## config.mk

```make
export PLATFORM = sky130hd
export DESIGN_NAME = ldc_config_latch
export DESIGN_NICKNAME = d
export VERILOG_FILES = /design/src/ldc_pkg.sv /design/src/ldc_config_latch.sv /design/src/ldc_pin_sync.sv
export SDC_FILE = /design/constraint.sdc
export NUM_CORES = 2
export LEC_CHECK = 0
export BUFFER_PORTS_ARGS = -buffer_cell sky130_fd_sc_hd__buf_2
export CORE_MARGIN = 10
export CORE_UTILIZATION = 46
export CTS_BUF_LIST = sky130_fd_sc_hd__clkbuf_16
export DETAILED_ROUTE_END_ITERATION = 6
export GPL_ROUTABILITY_DRIVEN = 1
export PLACE_DENSITY = 0.66
export SETUP_SLACK_MARGIN = 0.05
export SKIP_CTS_REPAIR_TIMING = 1
export SYNTH_ARGS = -nofsm -noshare
export SYNTH_HDL_FRONTEND = slang
export SYNTH_SLANG_ARGS = --single-unit
```

## constraint.sdc

```tcl
create_clock -name clk_sys -period 74.4 [get_ports clk_sys]
set_input_delay 3.72 -clock clk_sys [delete_from_list [all_inputs] [get_ports clk_sys]]
set_output_delay 3.72 -clock clk_sys [all_outputs]
set_load 0.005 [all_outputs]
```

## src/ldc_pkg.sv

```systemverilog
// package: constants and types of the configuration latch
package ldc_pkg;
	// ****************************************
	// latch layout
	// ****************************************
	localparam int CHANNELS = 24;
	localparam int GROUPS = 3;
	localparam int TRIM_W = 7;
	localparam int BRIGHT_W = 8;
	localparam int FC_W = 7;
	localparam int TRIM_LSB = 0;
	localparam int TRIM_BITS = 168;
	localparam int BRIGHT_LSB = 168;
	localparam int BRIGHT_BITS = 24;
	localparam int FC_LSB = 192;
	localparam int CFG_BITS = 199;
	localparam int GS_W = 12;
	localparam int GS_BITS = 288;
	localparam int DRIVE_W = 16;
	// ****************************************
	// timing
	// ****************************************
	localparam int LATCH_MIN_MS = 3;
	localparam int LATCH_MAX_MS = 7;
	localparam int CLK_MHZ = 250;
	localparam int LATCH_MIN_CYCLES = LATCH_MIN_MS * CLK_MHZ * 1000;
	localparam int LATCH_MAX_CYCLES = LATCH_MAX_MS * CLK_MHZ * 1000;
	// ****************************************
	// counter ends per mode
	// ****************************************
	localparam logic [11:0] CNT_END_12 = 12'hFFF;
	localparam logic [11:0] CNT_END_10 = 12'h3FF;
	localparam logic [11:0] CNT_END_8 = 12'h0FF;
	// ****************************************
	// apb map
	// ****************************************
	localparam logic [7:0] ADDR_CTRL = 8'h00;
	localparam logic [7:0] ADDR_FUNC = 8'h04;
	localparam logic [7:0] ADDR_BRIGHT = 8'h08;
	localparam logic [7:0] ADDR_COUNT = 8'h0C;
	localparam int CTRL_BLANK_BIT = 0;
	localparam int FUNC_LOADED_BIT = 8;
	// ****************************************
	// types
	// ****************************************
	typedef enum logic [1:0] {MODE_12, MODE_10, MODE_8} ldc_mode_t;
	typedef enum logic {TIMER_IDLE, TIMER_ARMED} ldc_timer_t;
	typedef struct packed {
		logic [1:0] counterMode;
		logic timingReset;
		logic autoRepeat;
		logic [2:0] trimRange;
	} ldc_fc_t;
	typedef struct packed {
		logic [7:0] addr;
		logic write;
		logic [31:0] wdata;
	} ldc_apb_req_t;
endpackage : ldc_pkg

```

## src/ldc_config_latch.sv

```systemverilog
// module: configuration latch, pwm timing and apb access of the led driver
//
// Decided for this implementation: the APB slave port and the register offsets.
`timescale 1ns/1ps
module ldc_config_latch
	import ldc_pkg::*;
#(
	parameter int IDLE_CYCLES = LATCH_MIN_CYCLES
) (
	// clock and reset
	input wire logic clk_sys,
	input wire logic sys_rst,
	// apb slave
	input wire logic psel,
	input wire logic penable,
	input wire logic pwrite,
	input wire logic [7:0] paddr,
	input wire logic [31:0] pwdata,
	output logic [31:0] prdata,
	output logic pready,
	output logic pslverr,
	// pins from the display controller
	input wire logic config_serial_clock,
	input wire logic configSerialData,
	input wire logic grayscale_latch_strobe,
	input wire logic [GROUPS-1:0] group_pwm_clock,
	input wire logic output_blank_n,
	// grayscale values from the grayscale latch
	input wire logic [GS_BITS-1:0] grayscaleValues,
	// to the current sinks
	output logic [CHANNELS-1:0] channelOn,
	output logic [CHANNELS*DRIVE_W-1:0] channelDrive,
	output logic [TRIM_BITS-1:0] currentTrim,
	output logic [BRIGHT_BITS-1:0] groupBrightness,
	output logic [FC_W-1:0] functionControl
);
	// ****************************************
	// functions
	// ****************************************
	// per-channel drive code: range bit above trim times brightness
	function automatic logic [DRIVE_W-1:0] scaleDrive(input logic rangeHigh, input logic [TRIM_W-1:0] trim,
		input logic [BRIGHT_W-1:0] bright);
		logic [TRIM_W+BRIGHT_W-1:0] prod;
		prod = trim * bright;
		return {rangeHigh, prod};
	endfunction : scaleDrive

	function automatic logic [11:0] countEnd(input ldc_mode_t m);
		case (m)
			MODE_10: return CNT_END_10;
			MODE_8: return CNT_END_8;
			default: return CNT_END_12;
		endcase
	endfunction : countEnd

	// ****************************************
	// pin synchronisers
	// ****************************************
	logic [3:0] ctlSync;
	logic [3:0] ctlRise;
	logic [GROUPS-1:0] grpSync;
	logic [GROUPS-1:0] grpRise;
	logic dataSync;

	ldc_pin_sync #(.W(4)) u_ctlSync (
		.clk_sys(clk_sys),
		.sys_rst(sys_rst),
		.pinIn({output_blank_n, grayscale_latch_strobe, configSerialData, config_serial_clock}),
		.pinSync(ctlSync),
		.pinRise(ctlRise)
	);
	ldc_pin_sync #(.W(GROUPS)) u_grpSync (
		.clk_sys(clk_sys),
		.sys_rst(sys_rst),
		.pinIn(group_pwm_clock),
		.pinSync(grpSync),
		.pinRise(grpRise)
	);

	wire sckRise = ctlRise[0];
	assign dataSync = ctlSync[1];
	wire strobeRise = ctlRise[2];
	wire blankLevel = ctlSync[3];

	// ****************************************
	// configuration shift register and idle timer
	// ****************************************
	localparam int IDLE_W = $clog2(IDLE_CYCLES + 1);
	localparam logic [IDLE_W-1:0] IDLE_LAST = IDLE_W'(IDLE_CYCLES - 1);
	logic [CFG_BITS-1:0] cfgShift;
	logic [CFG_BITS-1:0] cfgLatch;
	logic cfgLoaded;
	logic [IDLE_W-1:0] idleCount;
	ldc_timer_t timerState;
	wire latchPulse = (timerState == TIMER_ARMED) && !sckRise && (idleCount == IDLE_LAST);

	always_ff @(posedge clk_sys or posedge sys_rst)
	begin
		if (sys_rst)
			cfgShift <= '0;
		else if (sckRise)
			cfgShift <= {cfgShift[CFG_BITS-2:0], dataSync};
	end

	// the latch waits out the minimum idle time, so a slow but live transfer is never cut in two
	always_ff @(posedge clk_sys or posedge sys_rst)
	begin
		if (sys_rst)
		begin
			timerState <= TIMER_IDLE;
			idleCount <= '0;
		end
		else
		begin
			case (timerState)
				TIMER_IDLE:
				begin
					if (sckRise)
					begin
						timerState <= TIMER_ARMED;
						idleCount <= '0;
					end
				end
				TIMER_ARMED:
				begin
					if (sckRise)
						idleCount <= '0;
					else if (latchPulse)
						timerState <= TIMER_IDLE;
					else
						idleCount <= idleCount + 1'b1;
				end
				default: timerState <= TIMER_IDLE;
			endcase
		end
	end

	// power-up contents are cleared here; the controller still must load before enabling outputs
	always_ff @(posedge clk_sys or posedge sys_rst)
	begin
		if (sys_rst)
		begin
			cfgLatch <= '0;
			cfgLoaded <= 1'b0;
		end
		else if (latchPulse)
		begin
			cfgLatch <= cfgShift;
			cfgLoaded <= 1'b1;
		end
	end

	// ****************************************
	// latch fields
	// ****************************************
	ldc_fc_t fc;
	ldc_mode_t mode;
	assign currentTrim = cfgLatch[TRIM_LSB +: TRIM_BITS];
	assign groupBrightness = cfgLatch[BRIGHT_LSB +: BRIGHT_BITS];
	assign functionControl = cfgLatch[FC_LSB +: FC_W];
	assign fc = ldc_fc_t'(functionControl);
	assign mode = !fc.counterMode[1] ? MODE_12 : (fc.counterMode[0] ? MODE_8 : MODE_10);
	wire [11:0] cntEnd = countEnd(mode);

	// ****************************************
	// apb slave
	// ****************************************
	ldc_apb_req_t req;
	logic softBlank;
	assign req = '{addr: paddr, write: pwrite, wdata: pwdata};
	wire hitCtrl = (req.addr == ADDR_CTRL);
	wire hitFunc = (req.addr == ADDR_FUNC);
	wire hitBright = (req.addr == ADDR_BRIGHT);
	wire hitCount = (req.addr == ADDR_COUNT);
	wire mapped = hitCtrl | hitFunc | hitBright | hitCount;
	wire setupPhase = psel && !penable;
	wire accessPhase = psel && penable;
	logic [11:0] groupCount [GROUPS];
	wire [31:0] readMux = hitCtrl ? 32'(softBlank) :
		hitFunc ? ((32'(cfgLoaded) << FUNC_LOADED_BIT) | 32'(functionControl)) :
		hitBright ? 32'(groupBrightness) :
		hitCount ? 32'(groupCount[0]) : 32'h0000_0000;

	assign pready = 1'b1;
	assign pslverr = accessPhase && !mapped;

	always_ff @(posedge clk_sys or posedge sys_rst)
	begin
		if (sys_rst)
		begin
			prdata <= 32'h0000_0000;
			softBlank <= 1'b1;
		end
		else
		begin
			if (setupPhase && !req.write)
				prdata <= readMux;
			if (accessPhase && req.write && hitCtrl)
				softBlank <= req.wdata[CTRL_BLANK_BIT];
		end
	end

	// ****************************************
	// grayscale counters, one per colour group
	// ****************************************
	// blank pin, software blank and the timing-reset strobe all restart modulation the same way
	wire blankHold = !blankLevel || softBlank;
	wire restartPulse = fc.timingReset && strobeRise;
	logic [GROUPS-1:0] active;
	logic [GROUPS-1:0] done;

	genvar g;
	generate
		for (g = 0; g < GROUPS; g++)
		begin : gen_group
			always_ff @(posedge clk_sys or posedge sys_rst)
			begin
				if (sys_rst)
				begin
					groupCount[g] <= '0;
					active[g] <= 1'b0;
					done[g] <= 1'b0;
				end
				else if (blankHold || restartPulse)
				begin
					groupCount[g] <= '0;
					active[g] <= 1'b0;
					done[g] <= 1'b0;
				end
				else if (grpRise[g] && !done[g])
				begin
					if (!active[g])
						active[g] <= 1'b1;
					else if (groupCount[g] >= cntEnd)
					begin
						groupCount[g] <= '0;
						done[g] <= !fc.autoRepeat;
					end
					else
						groupCount[g] <= groupCount[g] + 1'b1;
				end
			end
		end
	endgenerate

	// ****************************************
	// channel outputs
	// ****************************************
	logic [CHANNELS-1:0] next_channelOn;
	logic [CHANNELS*DRIVE_W-1:0] next_channelDrive;
	genvar c;
	generate
		for (c = 0; c < CHANNELS; c++)
		begin : gen_chan
			localparam int GRP = c % GROUPS;
			// values above the width are masked, so FFFh cannot stretch past the period
			wire [GS_W-1:0] gsRaw = grayscaleValues[c*GS_W +: GS_W];
			wire [GS_W-1:0] gsVal = gsRaw & cntEnd;
			assign next_channelOn[c] = !blankHold && active[GRP] && !done[GRP] && (groupCount[GRP] < gsVal);
			assign next_channelDrive[c*DRIVE_W +: DRIVE_W] = scaleDrive(fc.trimRange[GRP],
				currentTrim[c*TRIM_W +: TRIM_W], groupBrightness[GRP*BRIGHT_W +: BRIGHT_W]);
		end
	endgenerate

	always_ff @(posedge clk_sys or posedge sys_rst)
	begin
		if (sys_rst)
		begin
			channelOn <= '0;
			channelDrive <= '0;
		end
		else
		begin
			channelOn <= next_channelOn;
			channelDrive <= next_channelDrive;
		end
	end

	// ****************************************
	// assertions
	// ****************************************
	property p_latch_copy;
		@(posedge clk_sys) disable iff (sys_rst)
		latchPulse |=> (cfgLatch == $past(cfgShift)) && cfgLoaded;
	endproperty
	a_latch_copy: assert property (p_latch_copy) else $error("latch did not take shift register");

	property p_latch_idle;
		@(posedge clk_sys) disable iff (sys_rst)
		sckRise |=> !latchPulse;
	endproperty
	a_latch_idle: assert property (p_latch_idle) else $error("latch pulse right after clock edge");

	property p_blank_off;
		@(posedge clk_sys) disable iff (sys_rst)
		blankHold |=> (channelOn == '0);
	endproperty
	a_blank_off: assert property (p_blank_off) else $error("output on during blank");

	property p_trim_field;
		@(posedge clk_sys) disable iff (sys_rst)
		latchPulse |=> currentTrim[TRIM_W-1:0] == $past(cfgShift[TRIM_W-1:0]);
	endproperty
	a_trim_field: assert property (p_trim_field) else $error("trim field misplaced");

	property p_bright_field;
		@(posedge clk_sys) disable iff (sys_rst)
		latchPulse |=> groupBrightness == $past(cfgShift[BRIGHT_LSB +: BRIGHT_BITS]);
	endproperty
	a_bright_field: assert property (p_bright_field) else $error("brightness field misplaced");

	property p_once;
		@(posedge clk_sys) disable iff (sys_rst)
		done[0] && !blankHold && !restartPulse |=> done[0] && (channelOn[0] == 1'b0);
	endproperty
	a_once: assert property (p_once) else $error("group restarted without repeat");

	property p_repeat;
		@(posedge clk_sys) disable iff (sys_rst)
		fc.autoRepeat && grpRise[0] && active[0] && (groupCount[0] == cntEnd) && !blankHold && !restartPulse
			|=> (groupCount[0] == '0) && !done[0];
	endproperty
	a_repeat: assert property (p_repeat) else $error("auto repeat did not wrap");

	property p_dtr;
		@(posedge clk_sys) disable iff (sys_rst)
		restartPulse |=> (groupCount[0] == '0) && !active[0] ##1 (channelOn == '0);
	endproperty
	a_dtr: assert property (p_dtr) else $error("timing reset did not clear");

	property p_no_dtr;
		@(posedge clk_sys) disable iff (sys_rst)
		!fc.timingReset && strobeRise && active[0] && !blankHold && !grpRise[0] |=> active[0] && $stable(groupCount[0]);
	endproperty
	a_no_dtr: assert property (p_no_dtr) else $error("strobe disturbed counter");

	property p_width;
		@(posedge clk_sys) disable iff (sys_rst)
		(mode == MODE_8) && $stable(mode) |-> groupCount[0] <= CNT_END_8;
	endproperty
	a_width: assert property (p_width) else $error("8-bit counter overran");
endmodule : ldc_config_latch

```

## src/ldc_pin_sync.sv

```systemverilog
// module: two-stage pin synchroniser with rising-edge pulse
`timescale 1ns/1ps
module ldc_pin_sync #(
	parameter int W = 1
) (
	// clock and reset
	input wire logic clk_sys,
	input wire logic sys_rst,
	// pins and results
	input wire logic [W-1:0] pinIn,
	output logic [W-1:0] pinSync,
	output logic [W-1:0] pinRise
);
	logic [W-1:0] stage1;
	logic [W-1:0] stage2;
	logic [W-1:0] stage3;

	always_ff @(posedge clk_sys or posedge sys_rst)
	begin
		if (sys_rst)
		begin
			stage1 <= '0;
			stage2 <= '0;
			stage3 <= '0;
		end
		else
		begin
			stage1 <= pinIn;
			stage2 <= stage1;
			stage3 <= stage2;
		end
	end

	// edge is found from stages two and three, never on the metastable first stage
	assign pinSync = stage2;
	assign pinRise = stage2 & ~stage3;
endmodule : ldc_pin_sync

```

# Yosys cells after proc, flatten, opt, wreduce, memory -nomap -nowiden
# Cells that the tools add are included.
# op_classes
add_sub_neg	4
n_mul	24
order_cmp	27
n_eq_ne	8
muxes	45
bitwise	33
reduce_logical	71
# op_table
operator	n
multiplier 7 x 8 -> 15 bit	24
AND 12 bit	24
less-than comparator 12 bit	24
two-way mux 12 bit	13
two-way mux 24 bit	3
two-way mux 20 bit	3
logical AND 1 bit	42
case mux 20 bit (2 select lines)	1
adder 12 x 1 -> 12 bit, second input constant	3
>= comparator 12 bit	3
case mux 12 bit (2 select lines)	1
two-way mux 1 bit	21
adder 20 x 1 -> 20 bit, second input constant	1
equality test 20 bit, second input constant	1
nonzero test 2 bit	9
equality test 8 x 4 -> 1 bit, second input constant	2
zero test 1 bit	10
bitwise OR 9 x 7 -> 9 bit	1
AND reduction 3 bit	3
equality test 8 x 3 -> 1 bit, second input constant	1
zero test 8 bit	1
AND reduction 2 bit	4
AND 3 bit	2
inverter 3 bit	2
9 further kinds	13
# word_totals
regBits	923
inputBits	340

# Longest topological paths before layout
# depth
depth_word	9
ltp_mapped	18
mapped_depth_nobuf	16

# Hierarchy
# Synthesis repeated with hierarchy kept, for this count alone.
# hier_totals
cells_unflattened	7647
hier_area_um2	80345.8
# by_module_without_submodules
mod	n_inst	cells_each	area_each_um2	seq_area_each_um2
ldc_config_latch	1	7617	79716.5	21872.2
ldc_pin_sync (u_ctlSync)	1	17	359.1	300.3
ldc_pin_sync (u_grpSync)	1	13	270.3	225.2

# Least setup slack after synthesis
# Ideal clock, no wire load.
# synth_path
path_kind	input port to output port
start	input port paddr[5]
end	output port pslverr
arrival_time_ns	4.538
required_time_ns	70.680
path_slack_ns	66.142
stages	3
path_cell_list	or4_4 -> nor3_4 -> nor2_1
# synth_between
elab_chain_cells	6
elab_cells_between_ends	9
classes_between	eq/ne: 3; bitwise: 3; reduce/logical: 3
# synth_lines
item	line	text
start, declared	ldc_config_latch.sv:17	input wire logic [7:0] paddr,
equality test 8 x 3 -> 1 bit or zero test 8 bit (tied branches)	ldc_config_latch.sv:172, ldc_config_latch.sv:171	
bitwise OR 1 bit (2 in series)	ldc_config_latch.sv:175	wire mapped = hitCtrl | hitFunc | hitBright | hitCount;
bitwise OR 1 bit (*)	ldc_config_latch.sv:175	
zero test 1 bit (*)	ldc_config_latch.sv:185	assign pslverr = accessPhase && !mapped;
logical AND 1 bit (*)	ldc_config_latch.sv:185	
end, declared	ldc_config_latch.sv:21	output logic pslverr,
# Every way passes the cells marked *; elsewhere a longest branch is shown, timed or not.

# Final worst setup path
# Same ends and word-level chain as after synthesis.

==> out/results.ini <==
[logic_synthesis]
post_synth_main_area_contributors=sky130_fd_sc_hd__dfrtp_1 (28%), sky130_fd_sc_hd__fa_1 (18%), sky130_fd_sc_hd__ha_1 (17%), sky130_fd_sc_hd__and2_1 (8.1%), sky130_fd_sc_hd__nand2_1 (5.3%)
ys_warn_count=0
ys_types=74
yosys_most_used_dff=sky130_fd_sc_hd__dfrtp_1
netlist.top_cell.by_area=sky130_fd_sc_hd__dfrtp_1
synth_compound_gate_area_share=0.0765
synth-xor-area-share=0.0329
ys_async_sr_fraction=1.00
synth_mux_area_frac=0.0312
syn_area_per_cell_um2=9.99
simple_gate_share_of_the_synthesized_area=0.170
synth.yosys.seq_area_share=0.285
synth_edf_count=0
synth-adder-area-share=0.348
netlist_instances=7854
netlist_area_um2=78500
synthesis_stage_register_bit_count=893
largest_family_of_logic_cells_by_synthesized_area=adder cells
yosys.area.top_type_share=0.284

[sta]
fin_skew_ns=0.0307
final_max_slew_viol_count=0
grt_setup_unrepaired=no
worst_slew_margin_rel=0.281
worstMarginPinSlew_ns=1.08
hold_ws_ns=0.340
max_clock_freq_mhz=116
fin_tns_setup_ns=0
final_setup_violation_count=0
min_period_ns=8.62
post-route-period-util=0.116
timing.final.hold_violations=0

[setup_path]
start_kind=input port
critical-path-top-delay-family=simple AND/OR/NAND/NOR gates
critical_path.n_buffers_inverters=2
timing.critical_path.mode_cell=sky130_fd_sc_hd__buf_2
crit_path_start=paddr[5]
critPathSlowestCell=sky130_fd_sc_hd__or4_4
critical_path_data_arrival_time_ns=4.90
timing.critical_path.to_type=output pin
critical-path-max-stage-delay_ns=0.54
worst-path-max-fanout=4
worst_ep_required_time_ns=70.68
setup.worst_path.class=input port to output pin
critical_path.reg2reg.startpoint=cfgLatch[179]
critical_path.cell_chain=buf_2, or4_4, nor3_4, nor2_1, buf_2

[floorplanning]
top_level_ports=981
std_cell_rows=151
total_die_area_um2=188000
die_x_um=433
coreArea_um2=169000
starting_density_of_the_core=0.463
die_h_um=433

[grt]
largest_net_degree_at_the_start_of_global_routing=123
via_count_of_the_first_global_routing_pass=62683
grt_usage=0.247
grt_remaining_overflow=0
grt_first_pass_wirelength_mm=365
antenna_found_initial=20

[clocking]
clockBufferDepth=3
cts.sink_count=893
cts-htree-levels=3
cts.root.buffer_cell=sky130_fd_sc_hd__clkbuf_16
cts_buffers=106
clock_insertion_delay_at_the_later_pin_of_the_skew_report_ns=0.73
tritoncts=done
clock_pin_slew_reported_for_the_worst_setup_and_hold_paths_after_clock_tree_synthesis_ns=0.06

[pwr]
clock_group_share_of_total_power=0.491
powerDensity_nw_per_um2=12.3
switchingPower_w=0.000270
cell_internal_pwr_w=0.000820
combinationalPowerShare=0.053
leakage_nw=52.7
net_sw_frac=0.248
finalPower_w=0.00109
irDropWorstVdd_mv=0.0185
p_seq_frac=0.456

[finish]
final_layout_size_suffix_gt1_frac=0.165
area_delta_synth_final_pct=13.2
n_fill_cell=15280
layout.nets=10808

[job]
max_cap_violations=0

[detailed_routing]
drcViolationCount=0
via_count=58616
drt_pass1_iterations=7
ant_nets=0
vias_per_cell=5.32
drt-wirelength-per-cell_um=21.2
drt-initial-drc-count=2713
wl_mm=234

[placed_design]
number_of_input_and_output_port_buffers_inserted=940
place_congestion=0.991
dp_hpwl_mm=179

[status]
run_status=completed

[hold_path]
hold_path.class=register to register
timing.hold.worst.start=u_ctlSync.stage1[0]

synthesized netlist by cell type, types with 10 or more instances:
| library cell | number |
|---|---|
| sky130_fd_sc_hd__a2111oi_0 | 30 |
| sky130_fd_sc_hd__a211oi_1 | 58 |
| sky130_fd_sc_hd__a21boi_0 | 16 |
| sky130_fd_sc_hd__a21o_1 | 131 |
| sky130_fd_sc_hd__a21oi_1 | 231 |
| sky130_fd_sc_hd__a22o_2 | 10 |
| sky130_fd_sc_hd__a22oi_1 | 18 |
| sky130_fd_sc_hd__a31o_2 | 17 |
| sky130_fd_sc_hd__and2_1 | 1019 |
| sky130_fd_sc_hd__and3_1 | 11 |
| sky130_fd_sc_hd__and4_1 | 20 |
| sky130_fd_sc_hd__buf_4 | 53 |
| sky130_fd_sc_hd__clkbuf_1 | 213 |
| sky130_fd_sc_hd__dfrtp_1 | 892 |
| sky130_fd_sc_hd__fa_1 | 696 |
| sky130_fd_sc_hd__ha_1 | 1072 |
| sky130_fd_sc_hd__inv_1 | 832 |
| sky130_fd_sc_hd__mux2_1 | 16 |
| sky130_fd_sc_hd__mux2_2 | 193 |
| sky130_fd_sc_hd__nand2_1 | 1111 |
| sky130_fd_sc_hd__nand2b_1 | 86 |
| sky130_fd_sc_hd__nand3_1 | 44 |
| sky130_fd_sc_hd__nand4_1 | 52 |
| sky130_fd_sc_hd__nor2_1 | 206 |
| sky130_fd_sc_hd__nor2b_1 | 17 |
| sky130_fd_sc_hd__nor3_1 | 44 |
| sky130_fd_sc_hd__o21a_1 | 63 |
| sky130_fd_sc_hd__o21ai_0 | 183 |
| sky130_fd_sc_hd__o21bai_1 | 33 |
| sky130_fd_sc_hd__o31a_1 | 15 |
| sky130_fd_sc_hd__o31ai_1 | 42 |
| sky130_fd_sc_hd__o41ai_1 | 11 |
| sky130_fd_sc_hd__or2_2 | 17 |
| sky130_fd_sc_hd__xnor2_1 | 173 |
| sky130_fd_sc_hd__xor2_1 | 122 |
stage by stage:
stage                     area [um2]  worst slack [ns]   util  std cells
final                          88900             65.78  0.524      11020
after floorplan                78500             45.58      -       7861
after detailed placement       85300             65.78  0.503      10810
after global routing           88900             65.73  0.524      11015
after CTS                      88900             65.78  0.524      11009
after global placement         85300             65.82  0.503      10810
registers in the layout, indices dropped and copies added, names as in the netlist:
register,count
cfgShift,199
softBlank,1
channelOn,24
channelDrive,363
u_ctlSync.pinSync,4
u_ctlSync.stage3,2
idleCount,20
u_ctlSync.stage1,4
cfgLatch,199
done,3
u_grpSync.pinSync,3
u_grpSync.stage1,3
groupCount,36
prdata,24
u_grpSync.stage3,3
active,3
cfgLoaded,1
timerState,1
cells by family (layout without fill, tap and decap cells):
family                   Yosys count  after routing
other                              2             20
buffers and inverters           1108           2038
multiplexers                     217            217
flip-flops                       893            893
adder cells (fa/ha/maj)         1768           1768
XOR/XNOR                         295            295
AO/OA/AOI/OAI                    911            911
AND/OR/NAND/NOR                 2660           2660
layout make-up:
type	instances	area [um2]	share of cell area
inverter	832	3130	0.0352
sequential	893	22400	0.252
tap	2218	2780	0.0312
clock inverter	92	880	0.00990
multi-input combinational	5860	51800	0.583
clock buffer	107	2680	0.0301
antenna	11	27.5	0.000310
timing repair buffer	1007	5220	0.0587
metal layers:
layer,track usage,part of all wire,vias up
met1,0.287,0.39,29544
met2,0.443,0.51,1377
met3,0.0404,0.050,411
met4,0.115,0.051,14
met5,0,0.00039,-
li1,-,-,27270
worst paths after layout:
kind	end	slack (ns)	depth (start not counted)
worst max register to register	channelDrive[174]	68.94	16
min in group asynchronous	channelDrive[116]	3.06	2
worst min register to register	u_ctlSync.pinSync[0]	0.34	0
max in group asynchronous	channelDrive[158]	66.99	7
worst min-delay path	u_ctlSync.pinSync[0]	0.34	0
worst max-delay path	pslverr	65.78	5
cell usage in the layout, fill, tap and decap left out, types with 107 or more instances in the layout:
cell	Yosys	final
sky130_fd_sc_hd__nand2_1	1111	1110
sky130_fd_sc_hd__ha_1	1072	1072
sky130_fd_sc_hd__and2_1	1019	1019
sky130_fd_sc_hd__buf_2	9	940
sky130_fd_sc_hd__dfrtp_1	892	883
sky130_fd_sc_hd__inv_1	832	844
sky130_fd_sc_hd__fa_1	696	696
sky130_fd_sc_hd__a21oi_1	231	231
sky130_fd_sc_hd__nor2_1	206	206
sky130_fd_sc_hd__mux2_2	193	193
sky130_fd_sc_hd__o21ai_0	183	183
sky130_fd_sc_hd__xnor2_1	173	173
sky130_fd_sc_hd__a21o_1	131	131
sky130_fd_sc_hd__xor2_1	122	122
sky130_fd_sc_hd__clkbuf_16	0	107
power groups by stage:
stage	Clock, W	Combinational, W	Sequential [W]
after CTS	0.000551	0.0000591	0.000497
after detailed placement	0	0.0000587	0.000505
after global placement	0	0.0000572	0.000505
after global routing	0.000570	0.0000656	0.000497
final	0.000536	0.0000581	0.000497
after floorplan	0	0.0000339	0.000504
Power figures use the tool's default switching activity.
